## src/hw/fsag_pkg.sv

```systemverilog
// Constants, field positions and carrier types for the flags word and
// the segmented address generator. Assumes one processor clock domain.
// What this block does
// - Carry flag, bit 0, set on carry out of or borrow into the top bit.
// - Parity flag, bit 2, set when low result byte has even ones.
// - Aux carry flag, bit 4, set on carry or borrow at low nibble.
// - Zero flag, bit 6, set when the result is zero.
// - Sign flag, bit 7, copies the result's top bit.
// - Single step flag, bit 8, traps after next instruction; trap clears it.
// - Maskable interrupts are taken only while enable flag, bit 9, is set.
// - Direction flag, bit 10, set decrements string index, clear increments.
// - Overflow flag, bit 11, set when signed result does not fit.
// - Physical address is segment base shifted left four plus offset.
// - A segment spans at most 64K bytes through a 16-bit offset.
// - Code segment serves prefetch and immediate fetches.
// - Stack segment serves push, pop and base-pointer-based references.
// - Extra segment serves destination-indexed string accesses, no override.
// - Data segment serves every other data reference.
// - An override prefix replaces the implied segment for the operand.
// - Effective address is a 16-bit sum; carry out is dropped.
// - An 8-bit displacement is sign-extended to 16 bits.
// - Direct mode uses only the displacement.
// - Register indirect uses one of the two index or two base registers.
// - Based or indexed mode adds displacement to one base or index.
// - Based indexed adds base and index, plus optional displacement.
// - The flags word is a 16-bit register of result and control flags.
package fsag_pkg;
  localparam int unsigned FLAGS_W = 16;
  localparam int unsigned PADDR_W = 20;
  localparam int unsigned SEG_SHIFT = 4;
  localparam int unsigned BIT_CARRY = 0;
  localparam int unsigned BIT_PARITY = 2;
  localparam int unsigned BIT_AUX = 4;
  localparam int unsigned BIT_ZERO = 6;
  localparam int unsigned BIT_SIGN = 7;
  localparam int unsigned BIT_STEP = 8;
  localparam int unsigned BIT_IEN = 9;
  localparam int unsigned BIT_DIR = 10;
  localparam int unsigned BIT_OVF = 11;
  localparam logic [15:0] FLAGS_RESET = 16'h0000;
  localparam logic [15:0] FLAGS_WMASK = 16'h0fd5;
  localparam logic [15:0] RESULT_MASK = 16'h08d5;
  localparam logic [15:0] BYTE_STEP = 16'h0001;
  localparam logic [15:0] WORD_STEP = 16'h0002;

  typedef enum logic [2:0] {
    FSAG_OP_ADD = 3'b000,
    FSAG_OP_SUB = 3'b001,
    FSAG_OP_LOGIC = 3'b010,
    FSAG_OP_NONE = 3'b011
  } fsag_op_t;

  typedef enum logic [2:0] {
    FSAG_AM_DIRECT = 3'b000,
    FSAG_AM_INDIRECT = 3'b001,
    FSAG_AM_BASED = 3'b010,
    FSAG_AM_INDEXED = 3'b011,
    FSAG_AM_BASED_INDEXED = 3'b100
  } fsag_amode_t;

  typedef enum logic [1:0] {
    FSAG_SEG_EXTRA = 2'b00,
    FSAG_SEG_CODE = 2'b01,
    FSAG_SEG_STACK = 2'b10,
    FSAG_SEG_DATA = 2'b11
  } fsag_seg_t;

  typedef enum logic [1:0] {
    FSAG_REF_DATA = 2'b00,
    FSAG_REF_FETCH = 2'b01,
    FSAG_REF_STACK = 2'b10,
    FSAG_REF_STRING_DST = 2'b11
  } fsag_ref_t;

  typedef enum logic [1:0] {
    FSAG_ST_RUN = 2'b00,
    FSAG_ST_STEP_ARMED = 2'b01
  } fsag_state_t;

  typedef struct packed {
    logic valid;
    fsag_op_t op;
    logic word;
    logic [15:0] a;
    logic [15:0] b;
    logic carry_in;
    logic [15:0] result;
  } fsag_alu_t;

  typedef struct packed {
    logic valid;
    fsag_ref_t ref_kind;
    fsag_amode_t mode;
    logic use_bp;
    logic use_di;
    logic disp_present;
    logic disp_wide;
    logic [15:0] disp;
    logic ovr_valid;
    fsag_seg_t ovr_seg;
    logic [15:0] offset_in;
  } fsag_addr_req_t;
endpackage

```

## src/hw/fsag_addr_calc.sv

```systemverilog
// Combinational effective-address and segment selection for one request.
// Assumes register values are stable in the cycle the request is valid.
`timescale 1ns/1ps
module fsag_addr_calc (
  // Request
  input wire fsag_pkg::fsag_addr_req_t i_req,
  // Register values
  input wire logic [15:0] i_general_base_reg,
  input wire logic [15:0] i_base_pointer_reg,
  input wire logic [15:0] i_src_index_reg,
  input wire logic [15:0] i_dest_index_reg,
  // Results
  output logic [15:0] o_eff_addr,
  output fsag_pkg::fsag_seg_t o_seg
);
  logic [15:0] disp16;
  logic [15:0] base_v;
  logic [15:0] index_v;

  // Sign extension of short displacements
  assign disp16 = i_req.disp_wide ? i_req.disp
                : {{8{i_req.disp[7]}}, i_req.disp[7:0]};
  assign base_v = i_req.use_bp ? i_base_pointer_reg : i_general_base_reg;
  assign index_v = i_req.use_di ? i_dest_index_reg : i_src_index_reg;

  always_comb
  begin
    o_eff_addr = 16'h0000;
    case (i_req.mode)
      fsag_pkg::FSAG_AM_DIRECT: o_eff_addr = disp16;
      fsag_pkg::FSAG_AM_INDIRECT:
        // No displacement here, so its flag picks a base over an index
        o_eff_addr = i_req.disp_present ? base_v : index_v;
      fsag_pkg::FSAG_AM_BASED: o_eff_addr = base_v + disp16;
      fsag_pkg::FSAG_AM_INDEXED: o_eff_addr = index_v + disp16;
      fsag_pkg::FSAG_AM_BASED_INDEXED:
        // 16-bit target drops the carry out of bit 15
        o_eff_addr = base_v + index_v
                   + (i_req.disp_present ? disp16 : 16'h0000);
      default: o_eff_addr = 16'h0000;
    endcase
    if (i_req.ref_kind == fsag_pkg::FSAG_REF_FETCH
        || i_req.ref_kind == fsag_pkg::FSAG_REF_STACK
        || i_req.ref_kind == fsag_pkg::FSAG_REF_STRING_DST)
    begin
      o_eff_addr = i_req.offset_in;
    end
  end

  // Implied segment, then override where it is allowed
  always_comb
  begin
    o_seg = fsag_pkg::FSAG_SEG_DATA;
    case (i_req.ref_kind)
      fsag_pkg::FSAG_REF_FETCH: o_seg = fsag_pkg::FSAG_SEG_CODE;
      fsag_pkg::FSAG_REF_STACK: o_seg = fsag_pkg::FSAG_SEG_STACK;
      fsag_pkg::FSAG_REF_STRING_DST:
        o_seg = fsag_pkg::FSAG_SEG_EXTRA;
      fsag_pkg::FSAG_REF_DATA:
      begin
        if (i_req.use_bp
            && (i_req.mode == fsag_pkg::FSAG_AM_BASED
            || i_req.mode == fsag_pkg::FSAG_AM_BASED_INDEXED
            || (i_req.mode == fsag_pkg::FSAG_AM_INDIRECT
            && i_req.disp_present)))
        begin
          o_seg = fsag_pkg::FSAG_SEG_STACK;
        end
        if (i_req.ovr_valid)
        begin
          o_seg = i_req.ovr_seg;
        end
      end
      default: o_seg = fsag_pkg::FSAG_SEG_DATA;
    endcase
  end
endmodule

```

## src/hw/fsag_top.sv

```systemverilog
// Processor flags word and segmented physical address generator.
// Assumes the sequencer supplies ALU results, instruction boundaries and
// address requests on the processor clock; the flags word is read and
// written directly by the core through the flags port.
`timescale 1ns/1ps
module fsag_top (
  // Clock and reset
  input wire logic i_sys_clk,
  input wire logic i_rst,
  // ALU result for flag update
  input wire fsag_pkg::fsag_alu_t i_alu,
  // Direct access to the flags word
  input wire logic i_flags_we,
  input wire logic [15:0] i_flags_wdata,
  // Instruction sequencing
  input wire logic i_instr_done,
  input wire logic i_irq_req,
  input wire logic i_string_step,
  input wire logic i_string_word,
  // Segment registers
  input wire logic [15:0] i_code_segment_reg,
  input wire logic [15:0] i_stack_segment_reg,
  input wire logic [15:0] i_data_segment_reg,
  input wire logic [15:0] i_extra_segment_reg,
  // Base and index registers
  input wire logic [15:0] i_general_base_reg,
  input wire logic [15:0] i_base_pointer_reg,
  input wire logic [15:0] i_src_index_reg,
  input wire logic [15:0] i_dest_index_reg,
  // Address request
  input wire fsag_pkg::fsag_addr_req_t i_addr_req,
  // Flags and traps
  output logic [15:0] o_processor_flags_word,
  output logic o_step_trap,
  output logic o_irq_take,
  // String index adjust
  output logic o_index_upd,
  output logic [15:0] o_index_delta,
  // Address results
  output logic o_addr_valid,
  output logic [15:0] o_eff_addr,
  output fsag_pkg::fsag_seg_t o_seg,
  output logic [19:0] o_phys_addr
);
  logic [15:0] processor_flags_word;
  logic [15:0] next_flags;
  logic [16:0] sum17;
  logic [4:0] nib5;
  logic [15:0] res;
  logic msb_a;
  logic msb_b;
  logic msb_r;
  logic cy;
  logic ovf;
  fsag_pkg::fsag_state_t step_state;
  logic step_fire;
  logic [15:0] ea;
  fsag_pkg::fsag_seg_t seg;
  logic [15:0] seg_base;
  logic [19:0] phys;

  // Arithmetic for flag derivation
  always_comb
  begin
    sum17 = 17'h00000;
    nib5 = 5'h00;
    res = i_alu.result;
    case (i_alu.op)
      fsag_pkg::FSAG_OP_ADD:
      begin
        sum17 = {1'b0, i_alu.a} + {1'b0, i_alu.b}
              + {16'h0000, i_alu.carry_in};
        nib5 = {1'b0, i_alu.a[3:0]} + {1'b0, i_alu.b[3:0]}
             + {4'h0, i_alu.carry_in};
        res = sum17[15:0];
      end
      fsag_pkg::FSAG_OP_SUB:
      begin
        sum17 = {1'b0, i_alu.a} - {1'b0, i_alu.b}
              - {16'h0000, i_alu.carry_in};
        nib5 = {1'b0, i_alu.a[3:0]} - {1'b0, i_alu.b[3:0]}
             - {4'h0, i_alu.carry_in};
        res = sum17[15:0];
      end
      default:
      begin
        sum17 = 17'h00000;
        nib5 = 5'h00;
      end
    endcase
  end

  // Width-dependent top bit, carry and overflow
  always_comb
  begin
    if (i_alu.word)
    begin
      msb_a = i_alu.a[15];
      msb_b = i_alu.b[15];
      msb_r = res[15];
      cy = sum17[16];
    end
    else
    begin
      msb_a = i_alu.a[7];
      msb_b = i_alu.b[7];
      msb_r = res[7];
      cy = i_alu.a[8] ^ i_alu.b[8] ^ sum17[8];
    end
    ovf = 1'b0;
    if (i_alu.op == fsag_pkg::FSAG_OP_ADD)
    begin
      ovf = (msb_a == msb_b) && (msb_r != msb_a);
    end
    else if (i_alu.op == fsag_pkg::FSAG_OP_SUB)
    begin
      ovf = (msb_a != msb_b) && (msb_r != msb_a);
    end
  end

  // Single step trap fires on the boundary after the armed instruction
  assign step_fire = i_instr_done
                   && step_state == fsag_pkg::FSAG_ST_STEP_ARMED;

  always_comb
  begin
    next_flags = processor_flags_word;
    if (i_flags_we)
    begin
      next_flags = i_flags_wdata & fsag_pkg::FLAGS_WMASK;
    end
    if (i_alu.valid && i_alu.op != fsag_pkg::FSAG_OP_NONE)
    begin
      next_flags = next_flags & ~fsag_pkg::RESULT_MASK;
      next_flags[fsag_pkg::BIT_CARRY] =
        (i_alu.op == fsag_pkg::FSAG_OP_LOGIC) ? 1'b0 : cy;
      next_flags[fsag_pkg::BIT_PARITY] = ~(^res[7:0]);
      next_flags[fsag_pkg::BIT_AUX] =
        (i_alu.op == fsag_pkg::FSAG_OP_LOGIC) ? 1'b0 : nib5[4];
      next_flags[fsag_pkg::BIT_ZERO] =
        i_alu.word ? (res == 16'h0000) : (res[7:0] == 8'h00);
      next_flags[fsag_pkg::BIT_SIGN] = msb_r;
      next_flags[fsag_pkg::BIT_OVF] = ovf;
    end
    if (step_fire)
    begin
      // The trap's clear wins over a write in the same cycle
      next_flags[fsag_pkg::BIT_STEP] = 1'b0;
    end
  end

  always_ff @(posedge i_sys_clk)
  begin
    if (i_rst)
    begin
      processor_flags_word <= fsag_pkg::FLAGS_RESET;
    end
    else
    begin
      processor_flags_word <= next_flags;
    end
  end

  // Arm on the boundary where the step flag is seen set
  always_ff @(posedge i_sys_clk)
  begin
    if (i_rst)
    begin
      step_state <= fsag_pkg::FSAG_ST_RUN;
    end
    else
    begin
      case (step_state)
        fsag_pkg::FSAG_ST_RUN:
          if (i_instr_done && processor_flags_word[fsag_pkg::BIT_STEP])
          begin
            step_state <= fsag_pkg::FSAG_ST_STEP_ARMED;
          end
        fsag_pkg::FSAG_ST_STEP_ARMED:
          if (i_instr_done)
          begin
            step_state <= fsag_pkg::FSAG_ST_RUN;
          end
        default: step_state <= fsag_pkg::FSAG_ST_RUN;
      endcase
    end
  end

  always_ff @(posedge i_sys_clk)
  begin
    if (i_rst)
    begin
      o_step_trap <= 1'b0;
      o_irq_take <= 1'b0;
    end
    else
    begin
      o_step_trap <= step_fire;
      o_irq_take <= i_irq_req && i_instr_done
                  && processor_flags_word[fsag_pkg::BIT_IEN];
    end
  end

  // String index step, two's complement for decrement
  always_ff @(posedge i_sys_clk)
  begin
    if (i_rst)
    begin
      o_index_upd <= 1'b0;
      o_index_delta <= 16'h0000;
    end
    else
    begin
      o_index_upd <= i_string_step;
      if (processor_flags_word[fsag_pkg::BIT_DIR])
      begin
        o_index_delta <= i_string_word ? -fsag_pkg::WORD_STEP
                       : -fsag_pkg::BYTE_STEP;
      end
      else
      begin
        o_index_delta <= i_string_word ? fsag_pkg::WORD_STEP
                       : fsag_pkg::BYTE_STEP;
      end
    end
  end

  fsag_addr_calc u_calc (
    .i_req(i_addr_req),
    .i_general_base_reg(i_general_base_reg),
    .i_base_pointer_reg(i_base_pointer_reg),
    .i_src_index_reg(i_src_index_reg),
    .i_dest_index_reg(i_dest_index_reg),
    .o_eff_addr(ea),
    .o_seg(seg)
  );

  always_comb
  begin
    case (seg)
      fsag_pkg::FSAG_SEG_CODE: seg_base = i_code_segment_reg;
      fsag_pkg::FSAG_SEG_STACK: seg_base = i_stack_segment_reg;
      fsag_pkg::FSAG_SEG_EXTRA: seg_base = i_extra_segment_reg;
      default: seg_base = i_data_segment_reg;
    endcase
  end

  // Offset is only 16 bits, so no access leaves its 64K segment
  assign phys = {seg_base, 4'h0}
              + {4'h0, ea};

  always_ff @(posedge i_sys_clk)
  begin
    if (i_rst)
    begin
      o_addr_valid <= 1'b0;
      o_eff_addr <= 16'h0000;
      o_seg <= fsag_pkg::FSAG_SEG_DATA;
      o_phys_addr <= 20'h00000;
    end
    else
    begin
      o_addr_valid <= i_addr_req.valid;
      o_eff_addr <= ea;
      o_seg <= seg;
      o_phys_addr <= phys;
    end
  end

  assign o_processor_flags_word = processor_flags_word;
endmodule

```

## config.mk

```make
export PLATFORM = sky130hd
export DESIGN_NAME = fsag_top
export DESIGN_NICKNAME = d
export VERILOG_FILES = /design/src/hw/fsag_pkg.sv /design/src/hw/fsag_addr_calc.sv /design/src/hw/fsag_top.sv
export SDC_FILE = /design/constraint.sdc
export NUM_CORES = 1
export LEC_CHECK = 0
export BUFFER_PORTS_ARGS = -buffer_cell sky130_fd_sc_hd__buf_2
export CORE_UTILIZATION = 52
export CTS_CLUSTER_DIAMETER = 150
export DETAILED_ROUTE_END_ITERATION = 6
export GPL_TIMING_DRIVEN = 0
export PLACE_DENSITY = 0.87
export SKIP_CTS_REPAIR_TIMING = 1
export SYNTH_ARGS = -nofsm -noshare
export SYNTH_HDL_FRONTEND = slang
export SYNTH_SLANG_ARGS = --single-unit
```

## constraint.sdc

```tcl
create_clock -name i_sys_clk -period 6.3 [get_ports i_sys_clk]
set_clock_uncertainty 0.2 [all_clocks]
set_input_delay 0.315 -clock i_sys_clk [delete_from_list [all_inputs] [get_ports i_sys_clk]]
set_output_delay 0.315 -clock i_sys_clk [all_outputs]
set_load 0.01 [all_outputs]
```

==> impl_metrics.ini, run 1 <==
[outcome]
outcome = finished clean

[synthesis]
netlist_area_mm2 = 0.00865
postSynthCellCount = 1157
synth_edf_count = 0
synth_ff_type = dfxtp_1
synth_area_leaders = ha_1, dfxtp_1, mux2i_1, a21oi_1, fa_1
yosysTopAreaCellShare_pct = 13.2
synth_compound_area_share_pct = 23.9
yosys_warnings = 0
synth_mux_area_share_pct = 12.9
synth_top_area_cell = ha_1
ys_ff_latch = 51
synth_top_family_by_area = compound AO/OA/AOI/OAI gates
post_synth_fa_ha_maj_area_fraction_pct = 18.3
async_flop_share_pct = 0
synth_cell_types = 85
synth_xor_area_share_pct = 4.80
yosysSeqAreaShare_pct = 11.8
yosysMostFrequentCell = nor2_1
synth_common_cells = nor2_1, inv_1, a21oi_1
synthSimpleGateAreaFrac_pct = 19.4
syn_avg_cell_area_um2 = 7.47

[floorplanning]
num_rows = 46
ios = 324
die_h_um = 131
dieWidth_um = 131
core_area_mm2 = 0.0161
die_area_mm2 = 0.0171
initial_core_util_pct = 53.8

[timing]
min_period_ns = 5.89
period_share_pct = 93.5
rsz0062_at_grt = yes
worstMarginPinSlew_ns = 0.942
clock.fmax_mhz = 170
slew_viol_final = 0
setup_viol = 0
slew_headroom_pct = 36.9
final-hold-violation-count = 0

[worst_hold_path]
min_to = o_index_delta[0]
hold_depth = 2
min_from = i_string_word
hold_path.class = in2reg

[critical_path]
crit_arrival_ns = 5.91
cp_max_fo = 10
reg2reg_depth = 5
critPathRequiredTime_ns = 6.32
r2r-start = o_processor_flags_word[6]
start_kind = input port
end_kind = flop
path_class = in2reg
reg2reg_slack_ns = 4.93
r2r_end = o_processor_flags_word[6]

[grt]
grtUsageTotal_pct = 34.2
grt_max_degree = 16
grt_pass1_wl_mm = 45.4
grt-ovfl-total = 0
grt_pass1_vias = 9029
grt_antenna_before_repair = 6

[cells_and_area]
layout-drive-gt1-share_pct = 27.8
syn_to_final_growth_pct = 23.2
postLayoutCellArea_mm2 = 0.0107
fin_nets = 1832

[place]
globalplace.congestion = 1.01
place_area_mm2 = 0.0104
io_buffer_count = 301
hpwl_mm = 25.3

[pwr]
peakVddDrop_mv = 0.118
power_density_mw_per_mm2 = 173
finalPower_mw = 1.85
power.leakage_nw = 5.40

[cts]
clk_pin_slew_ns = 0.06
insertion_delay_ns = 0.29
clock-sinks = 51
cts_buffer_depth = 2
cts_root_buffer = clkbuf_16
cts_tree = done
h-tree-depth = 2
cts_buffers = 5

[detailed_routing]
drc = 0
dr.pass1.iters = 6
wl_per_cell_um = 17.6
viasPerCell = 5.82
dr.first_iter.drc_count = 942
via_count = 9844
postRouteAntennaNets = 0
wl_mm = 29.8

[job]
maxCapViolCount = 0
-- area by class of cell --
class	instances	area (µm²)
multi-input combinational	936	6900
tap	216	270
timing repair buffer	302	1510
sequential	51	1020
clock inverter	1	7.51
inverter	103	387
buffer	70	385
fill	1440	5400
clock buffer	7	153
antenna	6	15.0
-- routing by layer --
metal	vias to the layer above	share of wire [%]	GRT usage (%)	wire length (µm)
li1	4724	-	-	-
met1	4499	40	42.5	12000
met2	538	47	57.6	14000
met3	83	9.3	6.92	2770
met4	0	3.5	14.1	1040
met5	-	0	0	0
-- layout by cell type, fill, tap and decap left out, drive strengths merged, types with 7 or more instances in the layout --
cell type,synthesis,final
buf,45,344
nor2,116,116
inv,102,102
a21oi,94,94
ha,91,91
nand2,77,77
mux2i,74,74
o21ai,67,67
dfxtp,51,51
clkbuf,28,35
mux2,33,33
nor3,27,27
xnor2,27,27
nor2b,27,27
a211oi,27,27
fa,22,22
nand2b,21,21
nand3,19,19
xor2,17,17
a21o,16,16
a31oi,13,13
a22oi,13,13
o211ai,11,11
o21a,10,10
or3,9,9
nor4,7,7
conb,1,7
-- metrics by stage --
step	std cells	setup WS [ns]	setup TNS (ns)	util, %	hold slack (ns)
finish	1692	0.407	0	66.4	0.0287
global route	1692	-0.00339	-0.00339	66.4	0.0400
CTS	1688	-0.692	-2.53	66.1	0.0184
detailed placement	1680	-0.906	-4.94	65.1	0.270
global placement	1680	-0.674	-3.39	65.1	0.250
floorplan	1163	0.564	0	-	0.187
-- worst max-delay path, cell delays in order --
cell	delay, ns
clkbuf_2	0.22
buf_4	0.29
mux2_2	0.40
fa_1	0.47
ha_1	0.26
fa_1	0.47
a21o_1	0.18
a21oi_2	0.20
xnor2_1	0.09
a222oi_1	0.39
o21ai_0	0.22
a22oi_2	0.25
inv_1	0.07
ha_1	0.28
a21o_1	0.12
a211oi_1	0.10
o21ai_1	0.27
nand2_1	0.12
o211ai_1	0.30
o211ai_1	0.20
or4_1	0.54
o21ai_1	0.11
-- logic make-up (layout without fill, tap and decap cells) --
kind of cell | after synthesis | after routing
simple gates | 345 | 345
compound gates | 319 | 319
buf+inv | 176 | 483
fa+ha+maj | 113 | 113
mux | 107 | 107
flops | 51 | 51
xor+xnor | 45 | 45
other cells | 1 | 13
-- power breakdown --
group          internal (mW)  total [mW]  leakage (nW)  switching, mW
clock network          0.169       0.287        0.0762          0.118
registers              0.360       0.373         0.423         0.0131
logic                  0.502        1.19          4.90          0.685
total                   1.03        1.85          5.40          0.817
-- sequential cells by signal, indices dropped and copies added (netlist names) --
register	count
o_eff_addr	16
o_phys_addr	16
o_processor_flags_word	9
o_index_delta	3
o_seg	2
o_addr_valid	1
o_index_upd	1
o_irq_take	1
o_step_trap	1
step_state	1
-- worst max path at each step --
stage | endpoint | slack, ns | cells after the start | start
final | o_phys_addr[19] | 0.41 | 22 | i_addr_req[37]
after global routing | o_phys_addr[19] | -0.003 | 25 | i_addr_req[40]
after CTS | o_phys_addr[19] | -0.69 | 24 | i_addr_req[36]
after detailed placement | o_phys_addr[19] | -0.91 | 24 | i_addr_req[36]
after global placement | o_phys_addr[19] | -0.67 | 24 | i_addr_req[36]
after floorplan | o_phys_addr[19] | 0.56 | 22 | i_addr_req[37]
(Power assumes the default switching activity.)
==> run 2, diff against run 1 <==
- ABC_AREA: unset -> 1
==> run 2 against run 1 <==
- worst setup slack gained 0.046 ns
- first-iteration DRC count down 18%
- final cell count is 18% higher
- clock-buffer cell count unchanged
- design area decreased by 0.54%
- register-to-register slack better by 0.40 ns
- maximum frequency is 0.79% higher
- die area shrank 0.29%
==> impl_metrics.ini, run 2 <==
[timing]
period_share_pct = 92.8
slew_headroom_pct = 40.9
rsz0062_at_grt = no
clock.fmax_mhz = 171
min_period_ns = 5.85
setup_tns_ns = 0
slew_viol_final = 0
setup_viol = 0
final-hold-violation-count = 0
worstMarginPinSlew_ns = 0.884

[detailed_routing]
via_count = 10800
met1_length_mm = 12.0
top_layer_used = met4
dr.pass1.iters = 7
drc = 0
wl_per_cell_um = 14.8
routed-wl-met2_mm = 14.0
dr.first_iter.drc_count = 775
postRouteAntennaNets = 0
routed-wl-met3_mm = 2.45
wl_mm = 29.6
viasPerCell = 5.38

[cts]
h-tree-depth = 2
clock-sinks = 51
cts_buffers = 5
cts_root_buffer = clkbuf_16
cts_tree = done
insertion_delay_ns = 0.30
clk_pin_slew_ns = 0.07
cts_buffer_depth = 2

[critical_path]
reg2reg_depth = 4
start_kind = input port
crit_arrival_ns = 5.86
crit_end = o_phys_addr[16]
cp_max_fo = 10
end_kind = flop
path_class = in2reg
critPathLaunch = i_addr_req[38]
critPathRequiredTime_ns = 6.31
reg2reg_slack_ns = 5.33
r2r_end = o_processor_flags_word[6]
r2r-start = o_processor_flags_word[6]

[cells_and_area]
layout-drive-gt1-share_pct = 20.7
final_common_cell = nand2_1
post-route-util_pct = 66.0
fillers = 1544
mostFrequentLayoutCells = nand2_1, buf_2, inv_1
finalNonFillerCells = 2005
fin_nets = 2150
syn_to_final_growth_pct = 22.9

[worst_hold_path]
hold_path.class = in2reg

[grt]
grt_antenna_before_repair = 1
grtUsageTotal_pct = 33.6
grt_pass1_wl_mm = 45.2
grt_pass1_vias = 9891
grt-ovfl-total = 0
grt_max_degree = 16

[synthesis]
ys_ff_latch = 51
synth_common_cells = nand2_1, inv_1, a21oi_1
yosys_warnings = 0
synth_area_leaders = nand2_1, ha_1, dfxtp_1, inv_1, a21oi_1
netlist_area_mm2 = 0.00862
async_flop_share_pct = 0
yosysSeqAreaShare_pct = 11.8
yosysMostFrequentCell = nand2_1
synth_cell_types = 55
syn_avg_cell_area_um2 = 5.87
yosysTopAreaCellShare_pct = 18.8
synth_top_area_cell = nand2_1
synth_edf_count = 0
postSynthCellCount = 1470
synth_ff_type = dfxtp_1

[floorplanning]
die_h_um = 131
core_area_mm2 = 0.0161
die_area_mm2 = 0.0171
ios = 324
num_rows = 46
initial_core_util_pct = 53.7
dieWidth_um = 131

[pwr]
pwr-share-comb_pct = 61.7
share_seq_of_total_power_pct = 21.4
power_density_mw_per_mm2 = 164
p_sw_uw = 799
power.leakage_nw = 6.24
pwr-share-clk_pct = 16.9
finalPower_mw = 1.74
swShare_pct = 46.1
intPower_uw = 936
peakVddDrop_mv = 0.114

[place]
dp_cells = 1996
globalplace.congestion = 0.988
io_buffer_count = 304
hpwl_mm = 25.3

[outcome]
outcome = finished clean

[job]
maxCapViolCount = 0
[run 2: cell types whose count changed after synthesis, sizes merged, moves of 21 or more]
cell,previous run,this run
o21ai,67,115
mux2i,74,10
a21oi,94,120
inv,102,242
nand3,19,105
mux2,33,0
a211oi,27,0
nor2,116,92
nor2b,27,0
nand2b,21,0
nand2,77,438
[run 2: layer usage]
metal,GRT usage [%],vias up
li1,-,5380
met1,40.1,4786
met2,58.9,527
met3,5.05,103
met4,16.1,0
met5,0,-
[run 2: worst min-delay path by stage]
| stage | depth (start not counted) | end | slack (ns) | from |
|---|---|---|---|---|
| floorplan | 1 | o_index_delta[0] | 0.19 | i_string_word |
| global placement | 2 | o_step_trap | 0.25 | step_state[0] |
| detailed placement | 2 | o_step_trap | 0.25 | step_state[0] |
| CTS | 2 | o_index_delta[0] | 0.02 | i_string_word |
| global route | 2 | o_index_delta[0] | 0.04 | i_string_word |
| finish | 2 | o_index_delta[0] | 0.02 | i_string_word |
[run 2: cell families after synthesis]
kind of cell / count (synthesis) / share of synthesized area [%]
XOR/XNOR: 20 / 2.03
AND/OR/NAND/NOR: 682 / 33.1
flip-flops: 51 / 11.8
other: 1 / 0.0435
adder cells (fa/ha/maj): 113 / 18.3
buffers and inverters: 298 / 14.2
AO/OA/AOI/OAI: 295 / 19.3
multiplexers: 10 / 1.16
[run 2: layout make-up]
cell class	count	area, µm²	share of cell area, %
clock buffer	7	153	1.44
inverter	242	913	8.62
buffer	56	312	2.94
antenna	1	2.50	0.0236
tap	216	270	2.55
clock inverter	1	7.51	0.0708
sequential	51	1020	9.63
multi-input combinational	1127	6400	60.4
timing repair buffer	304	1520	14.4
[run 2: power groups by stage]
stage / logic (mW) / clock network (mW) / registers, mW
after floorplan: 0.703 / 0 / 0.395
after global placement: 1.03 / 0 / 0.377
after detailed placement: 1.05 / 0 / 0.378
after CTS: 1.05 / 0.295 / 0.371
after global routing: 1.21 / 0.307 / 0.374
final: 1.07 / 0.293 / 0.372
[run 2: through the flow]
stage | setup WS, ns | hold slack [ns] | area (µm²)
3_5_place_dp | 0.294 | 0.254 | 10400
5_1_grt | 0.0217 | 0.0357 | 10600
3_3_place_gp | 0.456 | 0.246 | 10400
6_report | 0.454 | 0.0213 | 10600
2_1_floorplan | 1.29 | 0.187 | 8640
4_1_cts | 0.539 | 0.0199 | 10600
[run 2: critical path: stages]
cell,delay (ns)
buf_2,0.21
inv_2,0.13
clkbuf_1,0.27
or2_2,0.34
o21ai_0,0.07
inv_1,0.11
fa_1,0.50
ha_1,0.25
fa_1,0.45
nand2_1,0.09
nand3_1,0.06
o21ai_0,0.18
o21ai_0,0.20
or2_2,0.30
nand3_1,0.10
o2111ai_1,0.19
nand2_1,0.13
nand2_1,0.09
ha_1,0.36
a21oi_1,0.15
nand2_1,0.10
a31oi_1,0.26
o21ai_1,0.15
a21boi_0,0.26
o21ai_1,0.18
or2_1,0.25
a21oi_1,0.14
